===== src/hdl/gpp_pkg.sv =====
// Package for the general-purpose I/O port: register offsets, reset values, widths.
// Assumes a 32-bit AXI4-Lite register bus with word-aligned registers.
package gpp_pkg;

  // ==========================================================================
  // Register byte offsets
  localparam logic [7:0] OFS_PIN_DIRECTION     = 8'h00;
  localparam logic [7:0] OFS_PIN_VALUE         = 8'h04;
  localparam logic [7:0] OFS_OUTPUT_LATCH      = 8'h08;
  localparam logic [7:0] OFS_OPEN_DRAIN_ENABLE = 8'h0c;

  // ==========================================================================
  // Bus constants and reset values
  localparam int          ADDR_W     = 8;
  localparam int          PORT_W     = 16;
  localparam logic [1:0]  RESP_OKAY  = 2'h0;
  localparam logic [1:0]  RESP_SLVERR = 2'h2;
  localparam logic [15:0] RST_DIRECTION = 16'hffff;
  localparam logic [15:0] RST_LATCH     = 16'h0000;
  localparam logic [15:0] RST_OPEN_DRAIN = 16'h0000;

endpackage


===== src/hdl/gpp_port.sv =====
// General-purpose I/O port with direction, pin value, output latch and open-drain control.
// Assumes an AXI4-Lite master on clk_sys and pad cells that resolve output enables.
`timescale 1ns/1ps

module gpp_port #(
  parameter logic [15:0] PIN_MASK    = 16'hffff, // Implemented pins
  parameter logic [15:0] ANALOG_MASK = 16'h0000  // Pins with analog function
) (
  // Clock and reset
  input  wire  logic        clk_sys,
  input  wire  logic        sys_rst,
  // AXI4-Lite write address
  input  wire  logic [7:0]  s_axi_awaddr,
  input  wire  logic        s_axi_awvalid,
  output logic              s_axi_awready,
  // AXI4-Lite write data
  input  wire  logic [31:0] s_axi_wdata,
  input  wire  logic [3:0]  s_axi_wstrb,
  input  wire  logic        s_axi_wvalid,
  output logic              s_axi_wready,
  // AXI4-Lite write response
  output logic [1:0]        s_axi_bresp,
  output logic              s_axi_bvalid,
  input  wire  logic        s_axi_bready,
  // AXI4-Lite read address
  input  wire  logic [7:0]  s_axi_araddr,
  input  wire  logic        s_axi_arvalid,
  output logic              s_axi_arready,
  // AXI4-Lite read data
  output logic [31:0]       s_axi_rdata,
  output logic [1:0]        s_axi_rresp,
  output logic              s_axi_rvalid,
  input  wire  logic        s_axi_rready,
  // Peripheral override per pin
  input  wire  logic [15:0] periph_enable,
  input  wire  logic [15:0] periph_out,
  input  wire  logic [15:0] periph_drive,
  // Pads
  input  wire  logic [15:0] pad_in,
  output logic [15:0]       pad_out,
  output logic [15:0]       pad_oe
);

  // ==========================================================================
  // Register map and bus timing
  // Four 16-bit registers, each in bits 15:0 of one word-aligned 32-bit slot:
  //   0x00 direction, 0x04 pin value, 0x08 output latch, 0x0c open-drain enable.
  // The upper half of every read is zero; the upper half of a write is ignored,
  // and only byte strobes 0 and 1 matter.
  // Direction resets to all ones, so no pin is driven until software clears a bit or an enabled peripheral drives it.
  // The pin-value slot reads synchronised pad levels but writes the output latch.
  // Software doing bit updates should use the latch slot: a read-modify-write
  // through the pin-value slot copies input levels into the latch, and a pin that
  // has not yet settled can clear a bit that was just set.
  // A write completes one cycle after both address and data are held and no earlier response waits; its
  // response then stands until the master takes it.
  // A read is answered on the edge after its address handshake and stands until
  // taken. Only one read is in flight at a time; a new write can be accepted while a write response waits.
  // Unmapped offsets answer with an error response and change nothing.
  // Bits of unimplemented pins read as zero and never drive their pads.

  // ==========================================================================
  // Registers and state
  logic [15:0] pin_direction;
  logic [15:0] output_latch;
  logic [15:0] open_drain_enable;
  logic [15:0] sync_a;
  logic [15:0] pin_value;
  logic [7:0]  aw_addr;
  logic        aw_held;
  logic [31:0] w_data;
  logic [3:0]  w_strb;
  logic        w_held;
  logic        do_write;
  logic        wr_dir;
  logic        wr_lat;
  logic        wr_odc;
  logic        wr_hit;
  logic [15:0] rd_val;
  logic        rd_hit;
  logic [15:0] next_pad_out;
  logic [15:0] next_pad_oe;
  logic [15:0] own_data;
  logic [15:0] own_drive;
  logic [15:0] od_mask;

  // ==========================================================================
  // Pin synchroniser
  // First stage: may go metastable, so nothing but the second stage reads it
  always_ff @(posedge clk_sys or posedge sys_rst) begin
    if (sys_rst) begin
      sync_a <= 16'h0000;
    end else begin
      sync_a <= pad_in;
    end
  end

  // Second stage: the settled pin levels seen by pin-value reads
  always_ff @(posedge clk_sys or posedge sys_rst) begin
    if (sys_rst) begin
      pin_value <= 16'h0000;
    end else begin
      pin_value <= sync_a;
    end
  end

  // ==========================================================================
  // Write channel: address and data accepted in either order
  assign do_write = aw_held && w_held && !s_axi_bvalid;

  // Address capture
  // Ready is offered every other idle cycle and drops after a handshake, so a
  // held address is never overwritten before its write completes
  always_ff @(posedge clk_sys or posedge sys_rst) begin
    if (sys_rst) begin
      aw_held       <= 1'b0;
      aw_addr       <= 8'h00;
      s_axi_awready <= 1'b0;
    end else begin
      s_axi_awready <= !aw_held && !s_axi_awready;
      if (s_axi_awvalid && s_axi_awready) begin
        aw_held <= 1'b1;
        aw_addr <= s_axi_awaddr;
      end else if (do_write) begin
        aw_held <= 1'b0;
      end
    end
  end

  // Data capture
  always_ff @(posedge clk_sys or posedge sys_rst) begin
    if (sys_rst) begin
      w_held       <= 1'b0;
      w_data       <= 32'h0000_0000;
      w_strb       <= 4'h0;
      s_axi_wready <= 1'b0;
    end else begin
      s_axi_wready <= !w_held && !s_axi_wready;
      if (s_axi_wvalid && s_axi_wready) begin
        w_held <= 1'b1;
        w_data <= s_axi_wdata;
        w_strb <= s_axi_wstrb;
      end else if (do_write) begin
        w_held <= 1'b0;
      end
    end
  end

  // Write decode
  always_comb begin
    wr_hit = 1'b0;
    unique case (aw_addr)
      gpp_pkg::OFS_PIN_DIRECTION, gpp_pkg::OFS_PIN_VALUE,
      gpp_pkg::OFS_OUTPUT_LATCH, gpp_pkg::OFS_OPEN_DRAIN_ENABLE: wr_hit = 1'b1;
      default: wr_hit = 1'b0;
    endcase
  end

  // Byte-lane merge helper for 16-bit registers
  function automatic logic [15:0] merge(input logic [15:0] cur, input logic [31:0] d,
                                        input logic [3:0] s);
    logic [15:0] r;
    r = cur;
    if (s[0]) r[7:0] = d[7:0];
    if (s[1]) r[15:8] = d[15:8];
    return r;
  endfunction

  // Per-register write strobes, high only in the cycle a write completes
  assign wr_dir = do_write && (aw_addr == gpp_pkg::OFS_PIN_DIRECTION);
  assign wr_lat = do_write && (aw_addr == gpp_pkg::OFS_PIN_VALUE ||
                               aw_addr == gpp_pkg::OFS_OUTPUT_LATCH);
  assign wr_odc = do_write && (aw_addr == gpp_pkg::OFS_OPEN_DRAIN_ENABLE);

  // Direction register, reset to all inputs
  always_ff @(posedge clk_sys or posedge sys_rst) begin
    if (sys_rst) begin
      pin_direction <= gpp_pkg::RST_DIRECTION;
    end else if (wr_dir) begin
      pin_direction <= merge(pin_direction, w_data, w_strb) & PIN_MASK;
    end
  end

  // Output latch: written through pin value or latch offset alike
  always_ff @(posedge clk_sys or posedge sys_rst) begin
    if (sys_rst) begin
      output_latch <= gpp_pkg::RST_LATCH;
    end else if (wr_lat) begin
      output_latch <= merge(output_latch, w_data, w_strb) & PIN_MASK;
    end
  end

  // Open-drain enables, held at zero on analog-capable pins
  always_ff @(posedge clk_sys or posedge sys_rst) begin
    if (sys_rst) begin
      open_drain_enable <= gpp_pkg::RST_OPEN_DRAIN;
    end else if (wr_odc) begin
      open_drain_enable <= merge(open_drain_enable, w_data, w_strb)
                           & PIN_MASK & ~ANALOG_MASK;
    end
  end

  // Write response
  always_ff @(posedge clk_sys or posedge sys_rst) begin
    if (sys_rst) begin
      s_axi_bvalid <= 1'b0;
      s_axi_bresp  <= gpp_pkg::RESP_OKAY;
    end else if (do_write) begin
      s_axi_bvalid <= 1'b1;
      s_axi_bresp  <= wr_hit ? gpp_pkg::RESP_OKAY : gpp_pkg::RESP_SLVERR;
    end else if (s_axi_bvalid && s_axi_bready) begin
      s_axi_bvalid <= 1'b0;
    end
  end

  // ==========================================================================
  // Read channel
  // The mux follows the live address so the word is caught at the handshake;
  // direction resets to all ones, so unimplemented bits are masked here
  always_comb begin
    rd_val = 16'h0000;
    rd_hit = 1'b1;
    unique case (s_axi_araddr)
      gpp_pkg::OFS_PIN_DIRECTION:     rd_val = pin_direction & PIN_MASK;
      gpp_pkg::OFS_PIN_VALUE:         rd_val = pin_value & PIN_MASK;
      gpp_pkg::OFS_OUTPUT_LATCH:      rd_val = output_latch;
      gpp_pkg::OFS_OPEN_DRAIN_ENABLE: rd_val = open_drain_enable;
      default:                        rd_hit = 1'b0;
    endcase
  end

  // Read address ready: offered only while no read data waits; it drops
  // after a handshake so the captured word cannot be replaced before use
  always_ff @(posedge clk_sys or posedge sys_rst) begin
    if (sys_rst) begin
      s_axi_arready <= 1'b0;
    end else if (s_axi_arvalid && s_axi_arready) begin
      s_axi_arready <= 1'b0;
    end else begin
      s_axi_arready <= !s_axi_rvalid && !s_axi_arready;
    end
  end

  // Read data return: captured at the handshake, held until accepted
  always_ff @(posedge clk_sys or posedge sys_rst) begin
    if (sys_rst) begin
      s_axi_rvalid <= 1'b0;
      s_axi_rdata  <= 32'h0000_0000;
      s_axi_rresp  <= gpp_pkg::RESP_OKAY;
    end else if (s_axi_arvalid && s_axi_arready) begin
      s_axi_rvalid <= 1'b1;
      s_axi_rdata  <= {16'h0000, rd_val};
      s_axi_rresp  <= rd_hit ? gpp_pkg::RESP_OKAY : gpp_pkg::RESP_SLVERR;
    end else if (s_axi_rvalid && s_axi_rready) begin
      s_axi_rvalid <= 1'b0;
    end
  end

  // ==========================================================================
  // Pin output multiplexer
  // Peripheral wins data and driver; the port's open-drain enable still applies to that pin
  assign own_data  = (periph_enable & periph_out) | (~periph_enable & output_latch);
  assign own_drive = (periph_enable & periph_drive)
                     | (~periph_enable & ~pin_direction);
  assign od_mask   = open_drain_enable;

  // Open-drain pins drive only a low level: a high bit turns the driver off
  // and leaves the line to its external pull-up; data on such a pin is held
  // low so a stray enable can never push a high level out
  always_comb begin
    next_pad_out = own_data & ~od_mask & PIN_MASK;
    next_pad_oe  = own_drive & ~(od_mask & own_data) & PIN_MASK;
  end

  // Pad data registered: a write shows on the pins one cycle later
  always_ff @(posedge clk_sys or posedge sys_rst) begin
    if (sys_rst) begin
      pad_out <= 16'h0000;
    end else begin
      pad_out <= next_pad_out;
    end
  end

  // Pad enables registered alongside; reset leaves every driver off
  always_ff @(posedge clk_sys or posedge sys_rst) begin
    if (sys_rst) begin
      pad_oe <= 16'h0000;
    end else begin
      pad_oe <= next_pad_oe;
    end
  end

endmodule


===== config.mk =====
export PLATFORM = sky130hd
export DESIGN_NAME = gpp_port
export DESIGN_NICKNAME = d
export VERILOG_FILES = /design/src/hdl/gpp_pkg.sv /design/src/hdl/gpp_port.sv
export SDC_FILE = /design/constraint.sdc
export NUM_CORES = 1
export LEC_CHECK = 0
export BUFFER_PORTS_ARGS = -buffer_cell sky130_fd_sc_hd__buf_2
export CAP_MARGIN = 40
export CORE_MARGIN = 3
export CORE_UTILIZATION = 28
export CTS_CLUSTER_SIZE = 12
export DETAILED_ROUTE_END_ITERATION = 7
export PLACE_DENSITY = 0.54
export SETUP_SLACK_MARGIN = 0.4
export SYNTH_ARGS = -nofsm -noshare
export SYNTH_HDL_FRONTEND = slang
export SYNTH_SLANG_ARGS = --single-unit

===== constraint.sdc =====
create_clock -name clk_sys -period 7.3 [get_ports clk_sys]
set_input_delay 0.73 -clock clk_sys [delete_from_list [all_inputs] [get_ports clk_sys]]
set_output_delay 0.73 -clock clk_sys [all_outputs]
set_load 0.03 [all_outputs]

After elaboration in Yosys (flattened, before gate mapping):

Cells that the tools add are included.

* bits of input ports: 123
* bits in read-only memories: 0
* bits in latches: 0
* memories: 0
* memory bits (writable): 0
* bits in registers: 165
* logic and storage cells: 90

* $add $sub $neg: 0
* bitwise operators: 13
* divide/modulo/power cells: 0
* magnitude comparators: 0
* reduce and logical (&&, ||, !) cells: 35
* mux-type cells: 13
* shift operators: 0
* $mul: 0
* eq/ne operators: 6

Operators with widths (number)
* AND 16 bit: 7
* inverter 16 bit: 4
* one-hot mux 16 bit (4 select lines): 1
* == test 8 x 4 -> 1 bit (second input constant): 4
* bitwise OR 16 bit: 2
* == test 8 x 3 -> 1 bit (second input constant): 2
* zero test 8 bit: 2
* logical AND 1 bit: 13
* AND reduction 2 bit: 6
* two-way mux 1 bit: 10
* nonzero test 2 bit: 4
* OR reduction 4 bit: 2
* zero test 1 bit: 7
* two-way mux 2 bit: 2
* logical OR 1 bit: 1

Longest topological paths before layout:

Gate-level depths: netlist of the first run.

* depth after elaboration: 6
* depth in mapped cells: 4
* depth with buffers taken out: 3

Least setup slack after synthesis of the first run:

Ideal clock, no wire load.

* path type: input port to flip-flop
* start: input s_axi_araddr[2]
* end: register s_axi_rdata[0]
* data required time: 7.179 ns
* cell stages on the path: 4
* setup time: 0.121 ns
* arrival: 2.169 ns
* path slack: 5.010 ns
* path through: buf_2 -> buf_1 -> mux4_2 -> a22o_1

* longest elaborated chain between the ends: 2
* elaborated cells between the ends (all ways): 5
* those cells by class: 3 x eq/ne; 1 x mux; 1 x reduce/logical

RTL lines
* start: declaration: RTL line gpp_port.sv:26 `input wire logic [7:0] s_axi_araddr,`
* == test 8 x 4 -> 1 bit (tied with other cells): RTL line gpp_port.sv:223 `unique case (s_axi_araddr)`
* one-hot mux 16 bit (4 select lines) (*): RTL line gpp_port.sv:223
* end signal: assignment: RTL line gpp_port.sv:252 `s_axi_rdata <= {16'h0000, rd_val};`
* end: declaration: RTL line gpp_port.sv:30 `output logic [31:0] s_axi_rdata,`

Mark *: on every way between the ends. The rest lies on a longest branch, timed or not.
A chain may end at the register's enable or synchronous reset.

Final worst setup path of the first run:

* start: register aw_addr[0]
* end: register open_drain_enable[6] (netlist: od_mask[6])

* longest elaborated chain between the ends: 3

RTL lines
* start: declaration: RTL line gpp_port.sv:69 `logic [7:0] aw_addr;`
* start signal: assignment: RTL line gpp_port.sv:123 `aw_addr <= s_axi_awaddr;`
* == test 8 x 4 -> 1 bit: RTL line gpp_port.sv:173 `assign wr_odc = do_write && (aw_addr == gpp_pkg::OFS_OPEN_DRAIN_ENABLE);`
* logical AND 1 bit: RTL line gpp_port.sv:173
* AND reduction 2 bit (no source line)
* end signal: assignment: RTL line gpp_port.sv:196 `open_drain_enable <= gpp_pkg::RST_OPEN_DRAIN;`
* end signal: assignment: RTL line gpp_port.sv:198 `open_drain_enable <= merge(open_drain_enable, w_data, w_strb)`
* end: declaration: RTL line gpp_port.sv:66 `logic [15:0] open_drain_enable;`

No other way between the ends.

==> run summary, run 1 <==
Final min period: 2409 ps
Area contributors post-synth: dfrtp_1 57%, mux2_2 13%, dfstp_2 6.5%, mux4_2 5.6%, mux2_4 3.7%
Chip Height: 157.9 µm
Core Footprint: 22230 µm²
endpoint required time on the critical path: 7600 ps
met3 track demand over resource in global routing: 4.101%
TritonCTS Buffers: 17
Post-synth top flop: dfrtp_1
clock share of power: 34.8%
Layout Skew: 7.512 ps
worst hold path type: register to register
met2 Usage GRT: 20.64%
overall fraction of global-route tracks in use: 12.65%
wire length of the first global-routing pass: 23.65 mm
Rel. slew slack: 44.94%
crit path capture type: register
start point of the worst hold path: sync_a[11]$_DFF_PP0_
logic gate share of total power: 18.5%
HPWL Detailed: 10.78 mm
Sw Ratio: 29.96%
power density of the placed cells: 315.3 nW/µm²
clock root buffer: clkbuf_16
library cell with the largest summed area after synthesis: dfrtp_1
DIE AREA: 24920 µm²
number of antenna violations at the first check in global routing: 4
pin slew with the least headroom to its limit: 819.7 ps
worst setup path start: aw_addr[0]$_DFFE_PP0P_
number of DRC markers in iteration 0: 119
synthesized area: 6456 µm²
Sink Count: 163
switching power: 0.0007671 W
leakage power of the design: 3.930 nW
pin count of the biggest net entering global routing: 91
worst-case clock buffer depth: 2
global route hottest layer: met2
Synth-to-Final Area Change: 25.79%
internal power consumption: 0.001794 W
FP Rows: 54
post-cts gate resize count: 0
Routed WL: 15.47 mm
critical register-to-register path startpoint: aw_addr[0]$_DFFE_PP0P_
number of nets in the finished design: 714
met1 capacity usage during global routing: 16.10%
top achievable clock speed: 0.4151 GHz
clock network latency to the later pin of the worst-skew pair: 410 ps
number of flops mapped to enable cells by yosys: 0
global route overflow: 0
most instantiated library cell after synthesis: dfrtp_1
share of the synthesized area in the top cell type: 56.98%
count of unique library cells instantiated by Yosys: 33
Warnings, synthesis: 0
Vias: 3966
crit path launch type: register
final count of hold timing violations: 0
worst hold-check slack: 346.5 ps
Async S/R FF share, synth: 100.0%
period utilisation layout: 33.00%
DR vias/cell: 4.492
number of top-level pins: 196
DRC: 0
fraction of final layout cells sized beyond drive strength 1: 53.57%
run status: finished clean
Syn Inst Count: 419
clock transition at the register clock pins on the worst setup and hold paths after CTS: 60 ps
arrival time at the worst endpoint: 2710 ps
Final TNS setup: 0 ps
share of total power in sequential cells: 46.7%
Die Span X: 157.9 µm
post-DR wirelength/cell: 17.52 µm
flop and latch count out of synthesis: 163
port buffer count: 159
RSZ-0062 raised after global routing: no
First-pass DRT Iterations: 6
share of the yosys chip area belonging to registers: 63.49%
critical path peak fanout: 8
CTS H-Tree Depth: 4
count of final max-slew check failures: 0
IR Drop Worst-Case VDD: 0.1215 mV
total of endpoints with negative setup slack in the final report: 0
synth cell count leaders: 147 x dfrtp_1, 73 x mux2_2, 32 x a21oi_1, 24 x nor2_1, 18 x buf_4
diode count: 0
starting utilization of the core area: 29.04%
CTS tree: built
vias in the first global route: 4230
GPL Wtd Cong: 0.7362
average cell area after synthesis: 15.41 µm²
ANT nets after route: 0
CTS Hold Bufs: 0
power after layout: 0.002561 W
critical setup path kind: register to register
buffers inserted by post-CTS timing repair: 0
number of max-cap violations: 0
-- per-layer routing --
layer	part of all wire, %	wire length (µm)
met5	0.28	44
met4	1.0	162
met3	6.1	945
met2	50	7677
met1	43	6638
-- cell families (layout without fill, tap and decap cells) --
kind of cell | after synthesis | in the layout | share of synthesized area, %
AND/OR/NAND/NOR | 63 | 63 | 5.911
AO/OA/AOI/OAI | 53 | 53 | 5.058
other | 1 | 18 | 0.05808
XOR/XNOR | 1 | 1 | 0.1357
flip-flops | 163 | 163 | 63.49
multiplexers | 106 | 106 | 22.19
buffers and inverters | 32 | 199 | 3.159
-- worst paths after layout --
kind | slack (ps) | to | depth (start not counted)
max | 4890 | od_mask[6]$_DFFE_PP0P_ | 3
max reg2reg | 4890 | od_mask[6]$_DFFE_PP0P_ | 3
min reg2reg | 350 | pin_value[11]$_DFF_PP0_ | 0
min in group asynchronous | 480 | aw_addr[7]$_DFFE_PP0P_ | 2
max in group asynchronous | 5500 | pin_direction[5]$_DFFE_PP1P_ | 4
min | 350 | pin_value[11]$_DFF_PP0_ | 0
-- area by class of cell --
cell class                      count  area (µm²)
Clock buffer                       17       425.4
Clock inverter                     14       155.1
Fill cell                        2130       14110
Inverter                            4       20.02
Multi-Input combinational cell    241        2226
Sequential cell                   163        4099
Tap cell                          280       350.3
Timing Repair Buffer              164       845.8
-- sequential cells by signal (all words and copies together), names as in the netlist --
| signal | cells |
|---|---|
| pad_out | 16 |
| s_axi_wready | 1 |
| aw_addr | 8 |
| s_axi_rdata | 16 |
| s_axi_bvalid | 1 |
| s_axi_rresp | 1 |
| pad_oe | 16 |
| output_latch | 16 |
| pin_value | 16 |
| w_strb | 2 |
| od_mask | 16 |
| sync_a | 16 |
| w_held | 1 |
| s_axi_bresp | 1 |
| s_axi_arready | 1 |
| aw_held | 1 |
| s_axi_rvalid | 1 |
| s_axi_awready | 1 |
| w_data | 16 |
| pin_direction | 16 |
-- worst max-delay path, cell delays in order, from the launching register on --
cell and delay, ps:
dfrtp_1 400, or4_4 590, or4_1 870, mux2_4 420
-- stage by stage --
step	std cells	area [µm²]	utilization, %	setup WS [ps]
6_report	883	8122	36.54	4891
3_5_place_dp	852	7541	33.92	4883
4_1_cts	883	8122	36.54	4873
5_1_grt	883	8122	36.54	4848
2_1_floorplan	436	6520	-	2192
3_3_place_gp	851	7521	33.83	4862
-- cells in the final DEF, fill, tap and decap left out, types with 5 or more instances in the layout --
cell type	netlist	layout
mux4_2	16	16
dfstp_2	16	16
dfrtp_1	147	147
inv_6	0	5
mux2_2	73	73
mux2_4	16	16
conb_1	1	18
nor2b_1	16	16
nor2_1	24	24
a22o_1	16	16
clkbuf_16	0	17
a21oi_1	32	32
buf_2	1	159
-- power by group through the flow --
stage               logic [W]  clock network, W  registers (W)
CTS                  0.000484          0.000927        0.00120
global route         0.000516          0.000964        0.00122
finish               0.000473          0.000891        0.00120
floorplan            0.000285                 0        0.00125
global placement     0.000468                 0        0.00120
detailed placement   0.000482                 0        0.00121
No activity file was read; power rests on OpenSTA's default activity.
==> run 2, diff against run 1 <==
Clock period 7.3 ns to 2.25 ns, I/O delays scaled along.
==> run summary, run 2 (synthesis results as in run 1) <==
run status: finished clean
number of antenna violations at the first check in global routing: 1
Die Span X: 157.9 µm
Synth-to-Final Area Change: 32.05%
Sink Count: 163
crit path capture type: register
total of endpoints with negative setup slack in the final report: 0
HPWL Detailed: 11.52 mm
overall fraction of global-route tracks in use: 13.35%
pin slew with the least headroom to its limit: 523.0 ps
arrival time at the worst endpoint: 2300 ps
GPL Wtd Cong: 0.7813
wire length of the first global-routing pass: 24.98 mm
Core Footprint: 22230 µm²
Vias: 4154
RSZ-0062 raised after global routing: yes
TritonCTS Buffers: 17
placed cell areas: 7629 µm²
commonest non-fill, non-tap cell in the layout: buf_2
critical path peak fanout: 8
number of DRC markers in iteration 0: 139
CTS H-Tree Depth: 4
leakage power of the design: 4.107 nW
number of nets in the finished design: 743
number of top-level pins: 196
number of max-cap violations: 0
vias in the first global route: 4514
IR Drop Worst-Case VDD: 0.4750 mV
post-DR wirelength/cell: 17.83 µm
DRC: 0
starting utilization of the core area: 29.04%
top achievable clock speed: 0.5004 GHz
global route overflow: 0
port buffer count: 159
First-pass DRT Iterations: 5
fraction of final layout cells sized beyond drive strength 1: 52.61%
DIE AREA: 24920 µm²
worst hold path type: input port to register
count of final max-slew check failures: 0
power density of the placed cells: 1013 nW/µm²
worst-case clock buffer depth: 2
DR vias/cell: 4.550
clock network latency to the later pin of the worst-skew pair: 420 ps
FP Rows: 54
final core occ: 38.35%
ANT nets after route: 0
Routed WL: 16.28 mm
period utilisation layout: 88.81%
final count of hold timing violations: 0
pin count of the biggest net entering global routing: 58
fin area: 8526 µm²
endpoint required time on the critical path: 2550 ps
leading cell types in the layout, fill and taps excluded: 159 x buf_2, 147 x dfrtp_1, 60 x mux2_2, 32 x a21oi_1, 29 x mux2_4
Chip Height: 157.9 µm
diode count: 0
Layout Skew: 9.001 ps
critical setup path kind: register to register
CTS tree: built
worst reg2reg setup slack: 250 ps
crit path launch type: register
Rel. slew slack: 64.81%
clock transition at the register clock pins on the worst setup and hold paths after CTS: 60 ps
Final min period: 1998 ps
clock root buffer: clkbuf_16
[run 2: worst paths after layout]
| check | from | end | depth (start not counted) |
|---|---|---|---|
| max reg2reg | aw_addr[5]$_DFFE_PP0P_ | od_mask[13]$_DFFE_PP0P_ | 3 |
| min reg2reg | sync_a[8]$_DFF_PP0_ | pin_value[8]$_DFF_PP0_ | 0 |
| max in group asynchronous | sys_rst | pin_direction[11]$_DFFE_PP1P_ | 4 |
| min | s_axi_awaddr[0] | aw_addr[0]$_DFFE_PP0P_ | 2 |
| max | aw_addr[5]$_DFFE_PP0P_ | od_mask[13]$_DFFE_PP0P_ | 3 |
| min in group asynchronous | sys_rst | pad_oe[0]$_DFF_PP0_ | 3 |
[run 2: power by group]
group / total (W) / switching, W / internal (W)
Combinational: 0.00163 / 0.000858 / 0.000773
Sequential: 0.00390 / 0.000432 / 0.00347
Clock: 0.00311 / 0.00118 / 0.00193
Total: 0.00864 / 0.00247 / 0.00617
[run 2: what timing repair did]
action,in CTS,in global routing
gates resized for setup,9,6
hold endpoints to repair,33,0
pin swaps,0,0
setup buffers,2,0
hold buffers,19,0
endpoints found under the setup margin,24,32
[run 2: cell type report]
class,instances,area [µm²]
Fill cell,2090,13700
Sequential cell,163,4099
Multi-Input combinational cell,241,2278
Timing Repair Buffer,193,1144
Clock buffer,21,460.4
Tap cell,280,350.3
Clock inverter,11,175.2
Inverter,4,18.77
[run 2: worst max-delay path, cell delays in order, from the launching register on]
cell     delay [ps]
dfrtp_1         390
or4_4           560
or4_4           580
mux2_4          340
[run 2: per-stage QoR]
stage | total power (W) | TNS [ps] | setup WS (ps) | instances | hold WS, ps
2_1_floorplan | 0.004979 | -4813 | -32.74 | 436 | 256.4
6_report | 0.008637 | 0 | 251.8 | 913 | 36.20
4_1_cts | 0.008755 | 0 | 250.6 | 913 | 10.05
3_3_place_gp | 0.005451 | 0 | 237.4 | 860 | 281.8
3_5_place_dp | 0.005537 | 0 | 219.4 | 860 | 283.3
5_1_grt | 0.009089 | 0 | 212.4 | 913 | 15.32
[run 2: layer usage]
| layer | track usage [%] | routed length (µm) | vias to the layer above | part of all wire, % |
|---|---|---|---|---|
| met5 | 0 | 13 | - | 0.080 |
| met4 | 5.579 | 314 | 2 | 1.9 |
| met3 | 2.980 | 806 | 23 | 4.9 |
| met2 | 22.41 | 8244 | 120 | 51 |
| met1 | 16.65 | 6904 | 2130 | 42 |
| li1 | - | - | 1879 | - |
